===== src/design/ura_cfg.svh =====
/*
  Timing and encoding constants for the suspend, resume and attach sequencer.
  Assumes a 10 MHz controller clock; every cycle count is derived from its time.
*/
`ifndef URA_CFG_SVH
`define URA_CFG_SVH

// ----------------------------------------------------------------------------
// clock
// ----------------------------------------------------------------------------
`define URA_CLK_PERIOD_NS      100
`define URA_NS_PER_MS          1000000

// least times round up, longest times round down, never below one cycle
`define URA_CYC_UP(ns)         ((((ns) + `URA_CLK_PERIOD_NS - 1) / `URA_CLK_PERIOD_NS) < 1 ? 1 : \
                                (((ns) + `URA_CLK_PERIOD_NS - 1) / `URA_CLK_PERIOD_NS))
`define URA_CYC_DN(ns)         (((ns) / `URA_CLK_PERIOD_NS) < 1 ? 1 : ((ns) / `URA_CLK_PERIOD_NS))

// ----------------------------------------------------------------------------
// times
// ----------------------------------------------------------------------------
`define URA_T_WAKE_IDLE_MS     5
`define URA_T_WAKE_DRIVE_MS    10
`define URA_T_OSC_WAIT_MS      5
`define URA_T_RESUME_K_MS      2
`define URA_T_RESUME_K_MIN_MS  1
`define URA_T_RESUME_K_MAX_MS  15
`define URA_T_SUSP_IDLE_MS     3
`define URA_T_DEBOUNCE_MS      100
`define URA_T_FILT_NS          2500
`define URA_T_RESTORE_NS       1250

`define URA_FILT_CYC           `URA_CYC_UP(`URA_T_FILT_NS)
`define URA_RESTORE_CYC        `URA_CYC_DN(`URA_T_RESTORE_NS)

// ----------------------------------------------------------------------------
// line states and operating modes
// ----------------------------------------------------------------------------
`define URA_LS_SE0             2'h0
`define URA_LS_J               2'h1
`define URA_LS_K               2'h2
`define URA_OPM_NORMAL         2'h0
`define URA_OPM_NO_STUFF       2'h2
`define URA_TXDATA_ZERO        8'h00

`endif


===== src/design/ura_pkg.sv =====
/*
  Types shared by the sequencer, the bench and the transceiver model.
  Assumes ura_cfg.svh supplies all numeric constants.
*/
package ura_pkg;

  // --------------------------------------------------------------------------
  // transceiver control bundle
  // --------------------------------------------------------------------------
  typedef struct packed {
    logic       suspendn;
    logic [1:0] opmode;
    logic       termselect;
    logic       xcvrselect;
    logic       txvalid;
    logic [7:0] txdata;
  } ura_utmi_ctrl_s;

  typedef struct packed {
    logic attached;
    logic suspended;
    logic hs_mode;
    logic resuming;
  } ura_status_s;

  typedef enum logic [2:0] {
    ST_DETACHED,
    ST_DEBOUNCE,
    ST_RUN,
    ST_SUSPEND,
    ST_WAKE_OSC,
    ST_WAKE_DRIVE,
    ST_RESUME_END,
    ST_HOST_RESUME
  } ura_state_e;

endpackage


===== src/design/ura_line_filter.sv =====
/*
  Line state qualifier: reports a state only after it has been held unbroken.
  Assumes line_in is already synchronised to clk.
*/
`timescale 1ns/1ps
`include "ura_cfg.svh"

module ura_line_filter #(
  parameter int FILT_CYC = `URA_FILT_CYC
) (
  input  wire logic       clk,
  input  wire logic       reset,
  input  wire logic [1:0] line_in,
  output logic      [1:0] line_state,
  output logic            line_valid
);

  localparam logic [7:0] FILT_M1 = 8'(FILT_CYC - 1);

  logic [1:0] prev_reg;
  logic [7:0] cnt_reg;
  logic       valid_reg;

  // --------------------------------------------------------------------------
  // hold counter
  // --------------------------------------------------------------------------
  always_ff @(posedge clk or posedge reset) begin
    if (reset) begin
      prev_reg <= `URA_LS_SE0;
      cnt_reg  <= 8'h00;
    end else begin
      prev_reg <= line_in;
      if (line_in != prev_reg) begin
        cnt_reg <= 8'h00;
      end else if (cnt_reg != FILT_M1) begin
        cnt_reg <= cnt_reg + 8'h01;
      end
    end
  end

  always_ff @(posedge clk or posedge reset) begin
    if (reset) begin
      valid_reg <= 1'b0;
    end else begin
      valid_reg <= (line_in == prev_reg) && (cnt_reg == FILT_M1);
    end
  end

  assign line_state = prev_reg;
  assign line_valid = valid_reg;
endmodule


===== src/design/ura_seq.sv =====
/*
  Controller side of a UTMI transceiver: attach, debounce, bus reset, suspend,
  remote wake-up and host resume sequencing, driving the transceiver controls.
  Assumes linestate and vbus_valid arrive asynchronously from pins, and that a
  separate chirp engine reports a granted high-speed mode on hs_mode_set.
*/
`timescale 1ns/1ps
`include "ura_cfg.svh"

module ura_seq #(
  parameter int CNT_W          = 21,
  parameter int WAKE_IDLE_CYC  = `URA_CYC_UP(`URA_T_WAKE_IDLE_MS * `URA_NS_PER_MS),
  parameter int WAKE_DRIVE_CYC = `URA_CYC_DN(`URA_T_WAKE_DRIVE_MS * `URA_NS_PER_MS),
  parameter int OSC_WAIT_CYC   = `URA_CYC_UP(`URA_T_OSC_WAIT_MS * `URA_NS_PER_MS),
  parameter int RESUME_K_CYC   = `URA_CYC_UP(`URA_T_RESUME_K_MS * `URA_NS_PER_MS),
  parameter int RESUME_MIN_CYC = `URA_CYC_UP(`URA_T_RESUME_K_MIN_MS * `URA_NS_PER_MS),
  parameter int RESUME_MAX_CYC = `URA_CYC_DN(`URA_T_RESUME_K_MAX_MS * `URA_NS_PER_MS),
  parameter int SUSP_IDLE_CYC  = `URA_CYC_UP(`URA_T_SUSP_IDLE_MS * `URA_NS_PER_MS),
  parameter int DEBOUNCE_CYC   = `URA_CYC_UP(`URA_T_DEBOUNCE_MS * `URA_NS_PER_MS)
) (
  input  wire logic                   clk,
  input  wire logic                   reset,
  input  wire logic                   vbus_valid,
  input  wire logic [1:0]             linestate,
  input  wire logic                   wake_req,
  input  wire logic                   remote_wake_en,
  input  wire logic                   hs_mode_set,
  output ura_pkg::ura_utmi_ctrl_s     utmi,
  output ura_pkg::ura_status_s        status,
  output logic                        bus_reset
);

  localparam logic [CNT_W-1:0] ONE         = CNT_W'(1);
  localparam logic [CNT_W-1:0] OSC_M1      = CNT_W'(OSC_WAIT_CYC - 1);
  localparam logic [CNT_W-1:0] RESUME_M1   = CNT_W'(RESUME_K_CYC - 1);
  localparam logic [CNT_W-1:0] DEBOUNCE_M1 = CNT_W'(DEBOUNCE_CYC - 1);
  localparam logic [CNT_W-1:0] SUSP_IDLE   = CNT_W'(SUSP_IDLE_CYC);
  localparam logic [CNT_W-1:0] WAKE_IDLE   = CNT_W'(WAKE_IDLE_CYC);
  localparam logic [CNT_W-1:0] WAKE_DRIVE  = CNT_W'(WAKE_DRIVE_CYC);
  localparam logic [CNT_W-1:0] RES_MIN     = CNT_W'(RESUME_MIN_CYC);
  localparam logic [CNT_W-1:0] RES_MAX     = CNT_W'(RESUME_MAX_CYC);
  localparam int               RESTORE_CYC = `URA_RESTORE_CYC;

  // build a control word; fs selects the FS transceiver, term the FS termination
  function automatic ura_pkg::ura_utmi_ctrl_s ctrl_word(input logic susp_n,
                                                         input logic fs,
                                                         input logic term,
                                                         input logic drive_k);
    ura_pkg::ura_utmi_ctrl_s c;
    c.suspendn   = susp_n;
    c.opmode     = drive_k ? `URA_OPM_NO_STUFF : `URA_OPM_NORMAL;
    c.termselect = term;
    c.xcvrselect = fs;
    c.txvalid    = drive_k;
    c.txdata     = `URA_TXDATA_ZERO;
    return c;
  endfunction

  // --------------------------------------------------------------------------
  // pin synchronisers
  // --------------------------------------------------------------------------
  logic [1:0] ls_meta_reg;
  logic [1:0] ls_sync_reg;
  logic       vb_meta_reg;
  logic       vb_sync_reg;

  always_ff @(posedge clk or posedge reset) begin
    if (reset) begin
      ls_meta_reg <= `URA_LS_SE0;
      ls_sync_reg <= `URA_LS_SE0;
      vb_meta_reg <= 1'b0;
      vb_sync_reg <= 1'b0;
    end else begin
      ls_meta_reg <= linestate;
      ls_sync_reg <= ls_meta_reg;
      vb_meta_reg <= vbus_valid;
      vb_sync_reg <= vb_meta_reg;
    end
  end

  // --------------------------------------------------------------------------
  // line qualification
  // --------------------------------------------------------------------------
  logic [1:0] filt_state;
  logic       filt_valid;

  ura_line_filter #(
    .FILT_CYC   (`URA_FILT_CYC)
  ) u_filter (
    .clk        (clk),
    .reset      (reset),
    .line_in    (ls_sync_reg),
    .line_state (filt_state),
    .line_valid (filt_valid)
  );

  logic j_valid;
  logic k_valid;
  logic se0_valid;
  logic se0_raw;

  assign j_valid   = filt_valid && (filt_state == `URA_LS_J);
  assign k_valid   = filt_valid && (filt_state == `URA_LS_K);
  assign se0_valid = filt_valid && (filt_state == `URA_LS_SE0);
  // the closing EOP is shorter than the filter, so it is taken unfiltered
  assign se0_raw   = (ls_sync_reg == `URA_LS_SE0);

  // --------------------------------------------------------------------------
  // state machine
  // --------------------------------------------------------------------------
  ura_pkg::ura_state_e state_reg;
  ura_pkg::ura_state_e state_next;
  logic [CNT_W-1:0]    cnt_reg;
  logic [CNT_W-1:0]    idle_reg;
  logic                wake_pend_reg;
  logic                mode_hs_reg;
  logic                reset_evt;

  always_comb begin
    state_next = state_reg;
    reset_evt  = 1'b0;
    case (state_reg)
      ura_pkg::ST_DETACHED: begin
        if (vb_sync_reg) begin
          state_next = ura_pkg::ST_DEBOUNCE;
        end
      end
      ura_pkg::ST_DEBOUNCE: begin
        if (!vb_sync_reg) begin
          state_next = ura_pkg::ST_DETACHED;
        end else if (cnt_reg == DEBOUNCE_M1) begin
          state_next = ura_pkg::ST_RUN;
        end
      end
      ura_pkg::ST_RUN: begin
        if (!vb_sync_reg) begin
          state_next = ura_pkg::ST_DETACHED;
        end else if (se0_valid) begin
          reset_evt = 1'b1;
        end else if (idle_reg >= SUSP_IDLE) begin
          state_next = ura_pkg::ST_SUSPEND;
        end
      end
      ura_pkg::ST_SUSPEND: begin
        if (!vb_sync_reg) begin
          state_next = ura_pkg::ST_DETACHED;
        end else if (k_valid) begin
          state_next = ura_pkg::ST_HOST_RESUME;
        end else if (se0_valid) begin
          reset_evt  = 1'b1;
          state_next = ura_pkg::ST_RUN;
        end else if (wake_pend_reg && remote_wake_en && idle_reg >= WAKE_IDLE) begin
          state_next = ura_pkg::ST_WAKE_OSC;
        end
      end
      ura_pkg::ST_WAKE_OSC: begin
        // transceiver clock settles while the wake window runs
        if (cnt_reg == OSC_M1) begin
          state_next = ura_pkg::ST_WAKE_DRIVE;
        end
      end
      ura_pkg::ST_WAKE_DRIVE: begin
        if (cnt_reg == RESUME_M1) begin
          state_next = ura_pkg::ST_RESUME_END;
        end
      end
      ura_pkg::ST_RESUME_END: begin
        // downstream port holds K until it drives the closing SE0
        if (se0_raw) begin
          state_next = ura_pkg::ST_RUN;
        end
      end
      ura_pkg::ST_HOST_RESUME: begin
        if (se0_raw) begin
          state_next = ura_pkg::ST_RUN;
        end
      end
      default: begin
        state_next = ura_pkg::ST_DETACHED;
      end
    endcase
  end

  always_ff @(posedge clk or posedge reset) begin
    if (reset) begin
      state_reg <= ura_pkg::ST_DETACHED;
    end else begin
      state_reg <= state_next;
    end
  end

  // one shared interval timer, cleared on every state change
  always_ff @(posedge clk or posedge reset) begin
    if (reset) begin
      cnt_reg <= '0;
    end else if (state_next != state_reg) begin
      cnt_reg <= '0;
    end else if (cnt_reg != {CNT_W{1'b1}}) begin
      cnt_reg <= cnt_reg + ONE;
    end
  end

  // bus idle time, saturating
  always_ff @(posedge clk or posedge reset) begin
    if (reset) begin
      idle_reg <= '0;
    end else if (!j_valid) begin
      idle_reg <= '0;
    end else if (idle_reg != {CNT_W{1'b1}}) begin
      idle_reg <= idle_reg + ONE;
    end
  end

  // a wake request is only meaningful while suspended; set wins over clear
  always_ff @(posedge clk or posedge reset) begin
    if (reset) begin
      wake_pend_reg <= 1'b0;
    end else if (wake_req && state_reg == ura_pkg::ST_SUSPEND) begin
      wake_pend_reg <= 1'b1;
    end else if (state_reg != ura_pkg::ST_SUSPEND) begin
      wake_pend_reg <= 1'b0;
    end
  end

  // speed before suspend; bus reset or detach drops back to FS
  always_ff @(posedge clk or posedge reset) begin
    if (reset) begin
      mode_hs_reg <= 1'b0;
    end else if (reset_evt || state_reg == ura_pkg::ST_DETACHED) begin
      mode_hs_reg <= 1'b0;
    end else if (hs_mode_set && state_reg == ura_pkg::ST_RUN) begin
      mode_hs_reg <= 1'b1;
    end
  end

  // --------------------------------------------------------------------------
  // registered outputs
  // --------------------------------------------------------------------------
  ura_pkg::ura_utmi_ctrl_s utmi_next;
  ura_pkg::ura_utmi_ctrl_s utmi_reg;
  logic                    bus_reset_reg;

  always_comb begin
    case (state_next)
      // pull-up off until VBUS is seen
      ura_pkg::ST_DETACHED:    utmi_next = ctrl_word(1'b1, 1'b1, 1'b0, 1'b0);
      ura_pkg::ST_DEBOUNCE:    utmi_next = ctrl_word(1'b1, 1'b1, 1'b1, 1'b0);
      ura_pkg::ST_RUN:         utmi_next = ctrl_word(1'b1, !mode_hs_reg, !mode_hs_reg, 1'b0);
      ura_pkg::ST_SUSPEND:     utmi_next = ctrl_word(1'b0, 1'b1, 1'b1, 1'b0);
      ura_pkg::ST_WAKE_OSC:    utmi_next = ctrl_word(1'b1, 1'b1, 1'b1, 1'b0);
      ura_pkg::ST_WAKE_DRIVE:  utmi_next = ctrl_word(1'b1, 1'b1, 1'b1, 1'b1);
      ura_pkg::ST_RESUME_END:  utmi_next = ctrl_word(1'b1, 1'b1, 1'b1, 1'b0);
      ura_pkg::ST_HOST_RESUME: utmi_next = ctrl_word(1'b1, 1'b1, 1'b1, 1'b0);
      default:                 utmi_next = ctrl_word(1'b1, 1'b1, 1'b0, 1'b0);
    endcase
    // a bus reset forces FS at once, even out of HS
    if (reset_evt) begin
      utmi_next = ctrl_word(1'b1, 1'b1, 1'b1, 1'b0);
    end
  end

  always_ff @(posedge clk or posedge reset) begin
    if (reset) begin
      utmi_reg <= '{1'b1, `URA_OPM_NORMAL, 1'b0, 1'b1, 1'b0, `URA_TXDATA_ZERO};
    end else begin
      utmi_reg <= utmi_next;
    end
  end

  always_ff @(posedge clk or posedge reset) begin
    if (reset) begin
      bus_reset_reg <= 1'b0;
    end else begin
      bus_reset_reg <= reset_evt;
    end
  end

  assign utmi             = utmi_reg;
  assign bus_reset        = bus_reset_reg;
  assign status.attached  = utmi_reg.termselect || mode_hs_reg;
  assign status.suspended = (state_reg == ura_pkg::ST_SUSPEND);
  assign status.hs_mode   = mode_hs_reg;
  assign status.resuming  = (state_reg == ura_pkg::ST_WAKE_OSC) || (state_reg == ura_pkg::ST_WAKE_DRIVE) ||
                            (state_reg == ura_pkg::ST_RESUME_END) || (state_reg == ura_pkg::ST_HOST_RESUME);

  // --------------------------------------------------------------------------
  // checks
  // --------------------------------------------------------------------------
  logic [CNT_W-1:0] k_len_reg;
  logic [CNT_W-1:0] idle_at_wake_reg;

  always_ff @(posedge clk or posedge reset) begin
    if (reset) begin
      k_len_reg        <= '0;
      idle_at_wake_reg <= '0;
    end else if (state_reg == ura_pkg::ST_SUSPEND && state_next == ura_pkg::ST_WAKE_OSC) begin
      k_len_reg        <= '0;
      idle_at_wake_reg <= idle_reg;
    end else if (utmi_reg.txvalid) begin
      k_len_reg <= k_len_reg + ONE;
    end
  end
endmodule


===== config.mk =====
export PLATFORM = sky130hd
export DESIGN_NAME = ura_seq
export DESIGN_NICKNAME = d
export VERILOG_FILES = /design/src/design/ura_pkg.sv /design/src/design/ura_line_filter.sv /design/src/design/ura_seq.sv
export VERILOG_INCLUDE_DIRS = /design/src /design/src/design
export SDC_FILE = /design/constraint.sdc
export NUM_CORES = 1
export LEC_CHECK = 0
export BUFFER_PORTS_ARGS = -buffer_cell sky130_fd_sc_hd__buf_2
export CAP_MARGIN = 30
export CELL_PAD_IN_SITES_DETAIL_PLACEMENT = 0
export CELL_PAD_IN_SITES_GLOBAL_PLACEMENT = 1
export CORE_MARGIN = 2
export CORE_UTILIZATION = 53
export CTS_BUF_LIST = sky130_fd_sc_hd__clkbuf_4 sky130_fd_sc_hd__clkbuf_8
export CTS_CLUSTER_DIAMETER = 40
export DETAILED_ROUTE_END_ITERATION = 10
export PLACE_DENSITY_LB_ADDON = 0.25
export SLEW_MARGIN = 10
export SYNTH_ARGS = -nofsm -noshare
export SYNTH_HDL_FRONTEND = slang
export SYNTH_HIERARCHICAL = 1
export SYNTH_SLANG_ARGS = --single-unit

===== constraint.sdc =====
create_clock -name clk -period 4.6 [get_ports clk]
set_input_delay 0.23 -clock clk [delete_from_list [all_inputs] [get_ports clk]]
set_output_delay 0.23 -clock clk [all_outputs]
set_load 0.01 [all_outputs]

==> results.sh, run 1 <==
export IMPL_area_growth_pct=9.16
export IMPL_initial_core_util_pct=55.0
export IMPL_die_area_um2=8240
export IMPL_grt_max_degree=59
export IMPL_seqPwrFrac_pct=45.6
export IMPL_min_period_ps=2900
export IMPL_intPower_uw=1070
export IMPL_worstPathMaxFanout=13
export IMPL_drive_gt1_share_pct=18.3
export IMPL_rows=31
export IMPL_cts_buffers=9
export IMPL_final_cell_mix="67 x dfrtp_1, 42 x nor2_1, 24 x xor2_1"
export IMPL_synthTopCellsByArea="dfrtp_1 42%, xor2_1 5.3%, a21oi_2 4.4%, nor2_1 4.0%, xnor2_1 3.5%"
export IMPL_ys_seq_elements=69
export IMPL_n_antenna_cell=0
export IMPL_power_total_uw=1390
export IMPL_final_nets=435
export IMPL_cts_sinks=69
export IMPL_drc=0
export IMPL_ys_seq_area_share_pct=43.4
export IMPL_finalMaxSlewViolations=0
export IMPL_p_clk_share_pct=47.9
export IMPL_final_cells=526
export IMPL_hpwlAfterDp_mm=5.71
export IMPL_finalHoldViolCount=0
export IMPL_grtUsageTotal_pct=21.4
export IMPL_netlist_top_cell_by_area="dfrtp_1"
export IMPL_final_cell_area_um2=4350
export IMPL_min_period_over_period_pct=63.1
export IMPL_hold_class="input port to flop"
export IMPL_cts_setup_buffers=0
export IMPL_die_w_um=90.8
export IMPL_tightest_slew_ps=846
export IMPL_multi_input_area_um2=2040
export IMPL_cp_arrival_ps=3120
export IMPL_synth_top_area_share_pct=42.0
export IMPL_p_comb_share_pct=6.5
export IMPL_finClkSkew_ps=7.40
export IMPL_synth_warnings=6
export IMPL_overflow=0
export IMPL_syn_area_um2=3990
export IMPL_synthDistinctLibCells=69
export IMPL_num_fill_cells=667
export IMPL_ctsHoldBuffers=4
export IMPL_core_area_um2=7250
export IMPL_worstSetupStartpointType="flop"
export IMPL_dr_pass1_iters=6
export IMPL_fin_tns_setup_ps=0
export IMPL_syn_area_per_cell_um2=9.75
export IMPL_clk_latency_ps=350
export IMPL_maxCapViolations=0
export IMPL_drt_iter0_markers=214
export IMPL_rsz0062_at_grt="false"
export IMPL_seq_area_um2=1730
export IMPL_synth_edf_count=0
export IMPL_io_pins=27
export IMPL_power_density_nw_per_um2=319
export IMPL_p_switching_uw=317
export IMPL_synthArstFlopShare_pct=100
export IMPL_slew_headroom_pct=43.4
export IMPL_ctsLongestPathBuffers=2
export IMPL_setup_viol=0
export IMPL_tritoncts="yes"
export IMPL_placedCellCount=506
export IMPL_crit_required_ps=4820
export IMPL_wire_per_inst_um=15.8
export IMPL_layout_commonest_cell="dfrtp_1"
export IMPL_ir_drop_mv=0.183
export IMPL_post_cts_resized=0
export IMPL_status="finished clean"
export IMPL_setup_worst_path_end_class="flop"
export IMPL_dieHeight_um=90.8
export IMPL_fmax_ghz=0.345
export IMPL_routed_via_density=5.74
export IMPL_path_clk_slew_ps=80
export IMPL_dpl_cell_area_um2=4050
export IMPL_switching_share_pct=22.8
export IMPL_root_buffer="clkbuf_8"
export IMPL_drt_total_wl_mm=8.31
export IMPL_syn_inst=409
export IMPL_path_class="flop to flop"
export IMPL_portBuffers=17
export IMPL_vias=3018
export IMPL_htree_levels=3
export IMPL_ant_nets=0
export IMPL_antenna_found_initial=0
export IMPL_grt_pass1_wl_mm=14.3
export IMPL_synth_flop_cell="dfrtp_1"
export IMPL_place_gp_congestion=0.812
export IMPL_p_leak_uw=0.00173
export IMPL_grt_pass1_vias=2945
## Yosys cell counts, types with 5 or more instances
cell type / number
a21oi_1: 11
xnor2_1: 16
nor4_1: 5
nand2_1: 21
ha_1: 5
a21oi_2: 20
nor3_1: 12
nor3b_1: 6
and3_1: 11
clkbuf_1: 10
nor2_1: 42
buf_4: 13
inv_1: 13
nand3_1: 22
o21ai_0: 8
xor2_1: 24
nand4_1: 22
dfrtp_1: 67
## cell families (layout without fill, tap and decap cells)
family                     after synthesis  count (layout)  share of synthesized area [%]
buffers and inverters                   43              53                           6.34
muxes                                    1               1                          0.251
other                                    1               9                         0.0940
AOI/OAI and AO/OA                       67              67                           13.3
xor gates and xnor gates                40              40                           8.78
DFF                                     69              69                           43.4
and+or+nand+nor                        183             183                           26.3
adders and majority gates                5               5                           1.57
## layer usage
metal  up-vias  global-route usage, %  wire, um
met5         -                      0         0
met4         0                   6.54       104
met3        10                   4.51       202
met2        38                   35.4      4210
met1      1492                   28.2      3800
li1       1478                      -         -
## critical path, stage by stage (launching register included)
cell and delay [ps]:
dfrtp_1 410, ha_1 190, and3_1 360, nand4b_1 250
o31ai_1 310, o31ai_1 140, o21ai_2 670, buf_4 330
a21boi_0 100
## stage by stage
stage | hold slack (ps) | worst slack, ps | util [%]
final | 94.3 | 1700 | 60.0
after detailed placement | 262 | 1740 | 55.8
after global routing | 104 | 1460 | 60.0
after floorplan | 82.4 | 2290 | -
after global placement | 265 | 1730 | 55.8
after CTS | 84.6 | 1720 | 60.0
## worst paths after layout
path                                 from             endpoint  slack [ps]  cells past startpoint
max in group asynchronous           reset        wake_pend_reg        3460                      4
min in group asynchronous           reset  u_filter/cnt_reg[0]         430                      3
hold reg to reg            ls_meta_reg[0]       ls_sync_reg[0]         360                      0
setup / recovery               cnt_reg[0]          cnt_reg[12]        1700                      8
hold / removal                   wake_req        wake_pend_reg          90                      2
setup reg to reg               cnt_reg[0]          cnt_reg[12]        1700                      8
## power groups by stage
stage                     sequential, uW  combinational [uW]  clock (uW)
after floorplan                      640                82.0           0
after global placement               645                88.1           0
after detailed placement             645                89.7           0
after CTS                            633                92.8         678
after global routing                 636                 102         702
final                                634                90.8         666
## final cells by class
class,count,area share (%)
clock buffers,10,3.02
clock inverters,6,3.13
inverters,13,1.12
multi-input cells,305,46.8
flip-flops and latches,69,39.7
well taps,99,2.84
repair buffers,24,3.39
Power figures use the tool's default switching activity.
==> inputs of run 2 (changes only) <==
--- a/config.mk
+++ b/config.mk
@@ -11,7 +11,7 @@
 export CELL_PAD_IN_SITES_DETAIL_PLACEMENT = 0
 export CELL_PAD_IN_SITES_GLOBAL_PLACEMENT = 1
 export CORE_MARGIN = 2
-export CORE_UTILIZATION = 53
+export CORE_UTILIZATION = 49
 export CTS_BUF_LIST = sky130_fd_sc_hd__clkbuf_4 sky130_fd_sc_hd__clkbuf_8
 export CTS_CLUSTER_DIAMETER = 40
 export DETAILED_ROUTE_END_ITERATION = 10
==> constraint.sdc (replaced) <==
create_clock -name clk -period 2.74 [get_ports clk]
set_input_delay 0.137 -clock clk [delete_from_list [all_inputs] [get_ports clk]]
set_output_delay 0.137 -clock clk [all_outputs]
set_load 0.01 [all_outputs]
==> run 2 against run 1 <==
Against the previous run: setup slack lost 1400 ps; largest power group is now registers; sequential share of layout area grew 0.24 points; first-iteration DRC count shrank 57%; wire length grew 5.5%; register-to-register slack lost 1400 ps; largest cell class unchanged; critical path depth is the same; die area grew 7.8%; critical endpoint unchanged; core utilization shrank 4.6 points; flip-flop and latch count is the same; power grew 43%; non-clock buffer count grew 7.
==> results.sh, run 2 (synthesized netlist as in run 1, its figures left out) <==
export IMPL_status="finished clean"
export IMPL_hpwlAfterDp_mm=6.04
export IMPL_finalMaxSlewViolations=0
export IMPL_vias=3124
export IMPL_layout_commonest_cell="dfrtp_1"
export IMPL_tritoncts="yes"
export IMPL_num_fill_cells=742
export IMPL_finClkSkew_ps=10.0
export IMPL_drive_gt1_share_pct=19.6
export IMPL_power_density_nw_per_um2=459
export IMPL_post_cts_resized=0
export IMPL_root_buffer="clkbuf_8"
export IMPL_fin_tns_setup_ps=0
export IMPL_seqPwrFrac_pct=53.5
export IMPL_setup_viol=0
export IMPL_min_period_ps=2480
export IMPL_final_cell_mix="67 x dfrtp_1, 42 x nor2_1, 24 x xor2_1"
export IMPL_dpl_cell_area_um2=4120
export IMPL_final_cell_area_um2=4330
export IMPL_core_area_um2=7810
export IMPL_path_depth=8
export IMPL_p_switching_uw=531
export IMPL_critPathMaxStageDelay_ps=560
export IMPL_hold_class="input port to flop"
export IMPL_portBuffers=17
export IMPL_die_w_um=94.2
export IMPL_p_comb_share_pct=8.2
export IMPL_crit_required_ps=2960
export IMPL_p_leak_uw=0.00173
export IMPL_io_pins=27
export IMPL_antenna_found_initial=0
export IMPL_multi_input_area_um2=2040
export IMPL_routed_via_density=5.83
export IMPL_switching_share_pct=26.7
export IMPL_overflow=0
export IMPL_hold_path_depth=2
export IMPL_grt_max_degree=28
export IMPL_initial_core_util_pct=51.1
export IMPL_dieHeight_um=94.2
export IMPL_setup_worst_path_end_class="flop"
export IMPL_ctsLongestPathBuffers=2
export IMPL_maxCapViolations=0
export IMPL_p_clk_share_pct=38.3
export IMPL_slew_headroom_pct=42.8
export IMPL_die_area_um2=8880
export IMPL_fmax_ghz=0.404
export IMPL_path_clk_slew_ps=80
export IMPL_n_antenna_cell=0
export IMPL_cp_cell_sequence="ha_1, and3_1, nand4_1, or4_1, and3_4, o311ai_4, buf_12, a21boi_0"
export IMPL_final_nets=442
export IMPL_rows=32
export IMPL_worstPathMaxFanout=21
export IMPL_htree_levels=3
export IMPL_ir_drop_mv=0.339
export IMPL_intPower_uw=1460
export IMPL_cts_sinks=69
export IMPL_cp_arrival_ps=2690
export IMPL_place_gp_congestion=0.926
export IMPL_crit_family="simple AND/OR/NAND/NOR gates"
export IMPL_rsz0062_at_grt="false"
export IMPL_drt_iter0_markers=93
export IMPL_cts_buffers=9
export IMPL_path_class="flop to flop"
export IMPL_clk_latency_ps=350
export IMPL_ant_nets=0
export IMPL_grt_pass1_vias=3022
export IMPL_min_period_over_period_pct=90.4
export IMPL_drt_total_wl_mm=8.76
export IMPL_grt_pass1_wl_mm=14.8
export IMPL_drc=0
export IMPL_crit_buf_inv=1
export IMPL_dr_pass1_iters=5
export IMPL_ff2ff_path_depth=8
export IMPL_tightest_slew_ps=856
export IMPL_finalHoldViolCount=0
export IMPL_seq_area_um2=1730
export IMPL_grtUsageTotal_pct=21.5
export IMPL_worstSetupStartpointType="flop"
export IMPL_area_growth_pct=8.50
export IMPL_wire_per_inst_um=16.4
export IMPL_cp_slowest_cell="or4_1"
## run 2: power groups by stage
stage                     logic [uW]  registers, uW  clock network, uW
after floorplan                  138           1070                  0
after global placement           160           1080                  0
after detailed placement         162           1080                  0
after CTS                        166           1060                782
after global routing             183           1070                826
final                            164           1060                761
## run 2: final cells by class
cell class	count	area share, %
Inverter	13	1.13
Timing Repair Buffer	31	4.91
Tap cell	102	2.95
Multi-Input combinational cell	305	47.1
Sequential cell	69	40.0
Clock inverter	5	0.636
Clock buffer	11	3.35
## run 2: per-stage QoR
step | power, uW | hold slack [ps] | instances | setup slack [ps] | utilization (%)
detailed placement | 1240 | 183 | 516 | 270 | 52.7
floorplan | 1210 | -10.6 | 417 | 427 | -
CTS | 2010 | 21.3 | 536 | 247 | 55.4
global placement | 1240 | 176 | 516 | 295 | 52.7
global route | 2080 | 22.7 | 536 | 97.0 | 55.4
finish | 1990 | 26.0 | 536 | 263 | 55.4
## run 2: worst paths after layout
path / slack (ps) / from / end
max in group asynchronous: 1690 / reset / idle_reg[20]
hold / removal: 30 / wake_req / wake_pend_reg
setup reg to reg: 260 / cnt_reg[0] / cnt_reg[12]
hold reg to reg: 350 / ls_meta_reg[0] / ls_sync_reg[0]
min in group asynchronous: 330 / reset / u_filter/cnt_reg[6]
setup / recovery: 260 / cnt_reg[0] / cnt_reg[12]
## run 2: timing repair
| action | 4_1_cts | 5_1_grt |
|---|---|---|
| endpoints found under the hold margin | 37 | 0 |
| endpoints found under the setup margin | 0 | 0 |
| setup buffers | 0 | 0 |
| hold buffers | 4 | 0 |
## run 2: routing by layer
metal,track usage [%],routed length (um),up-vias,share of wire (%)
met5,0,0,-,0
li1,-,-,1491,-
met2,34.6,4210,59,48
met1,28.4,4110,1560,47
met3,4.33,271,14,3.1
met4,8.21,163,0,1.9
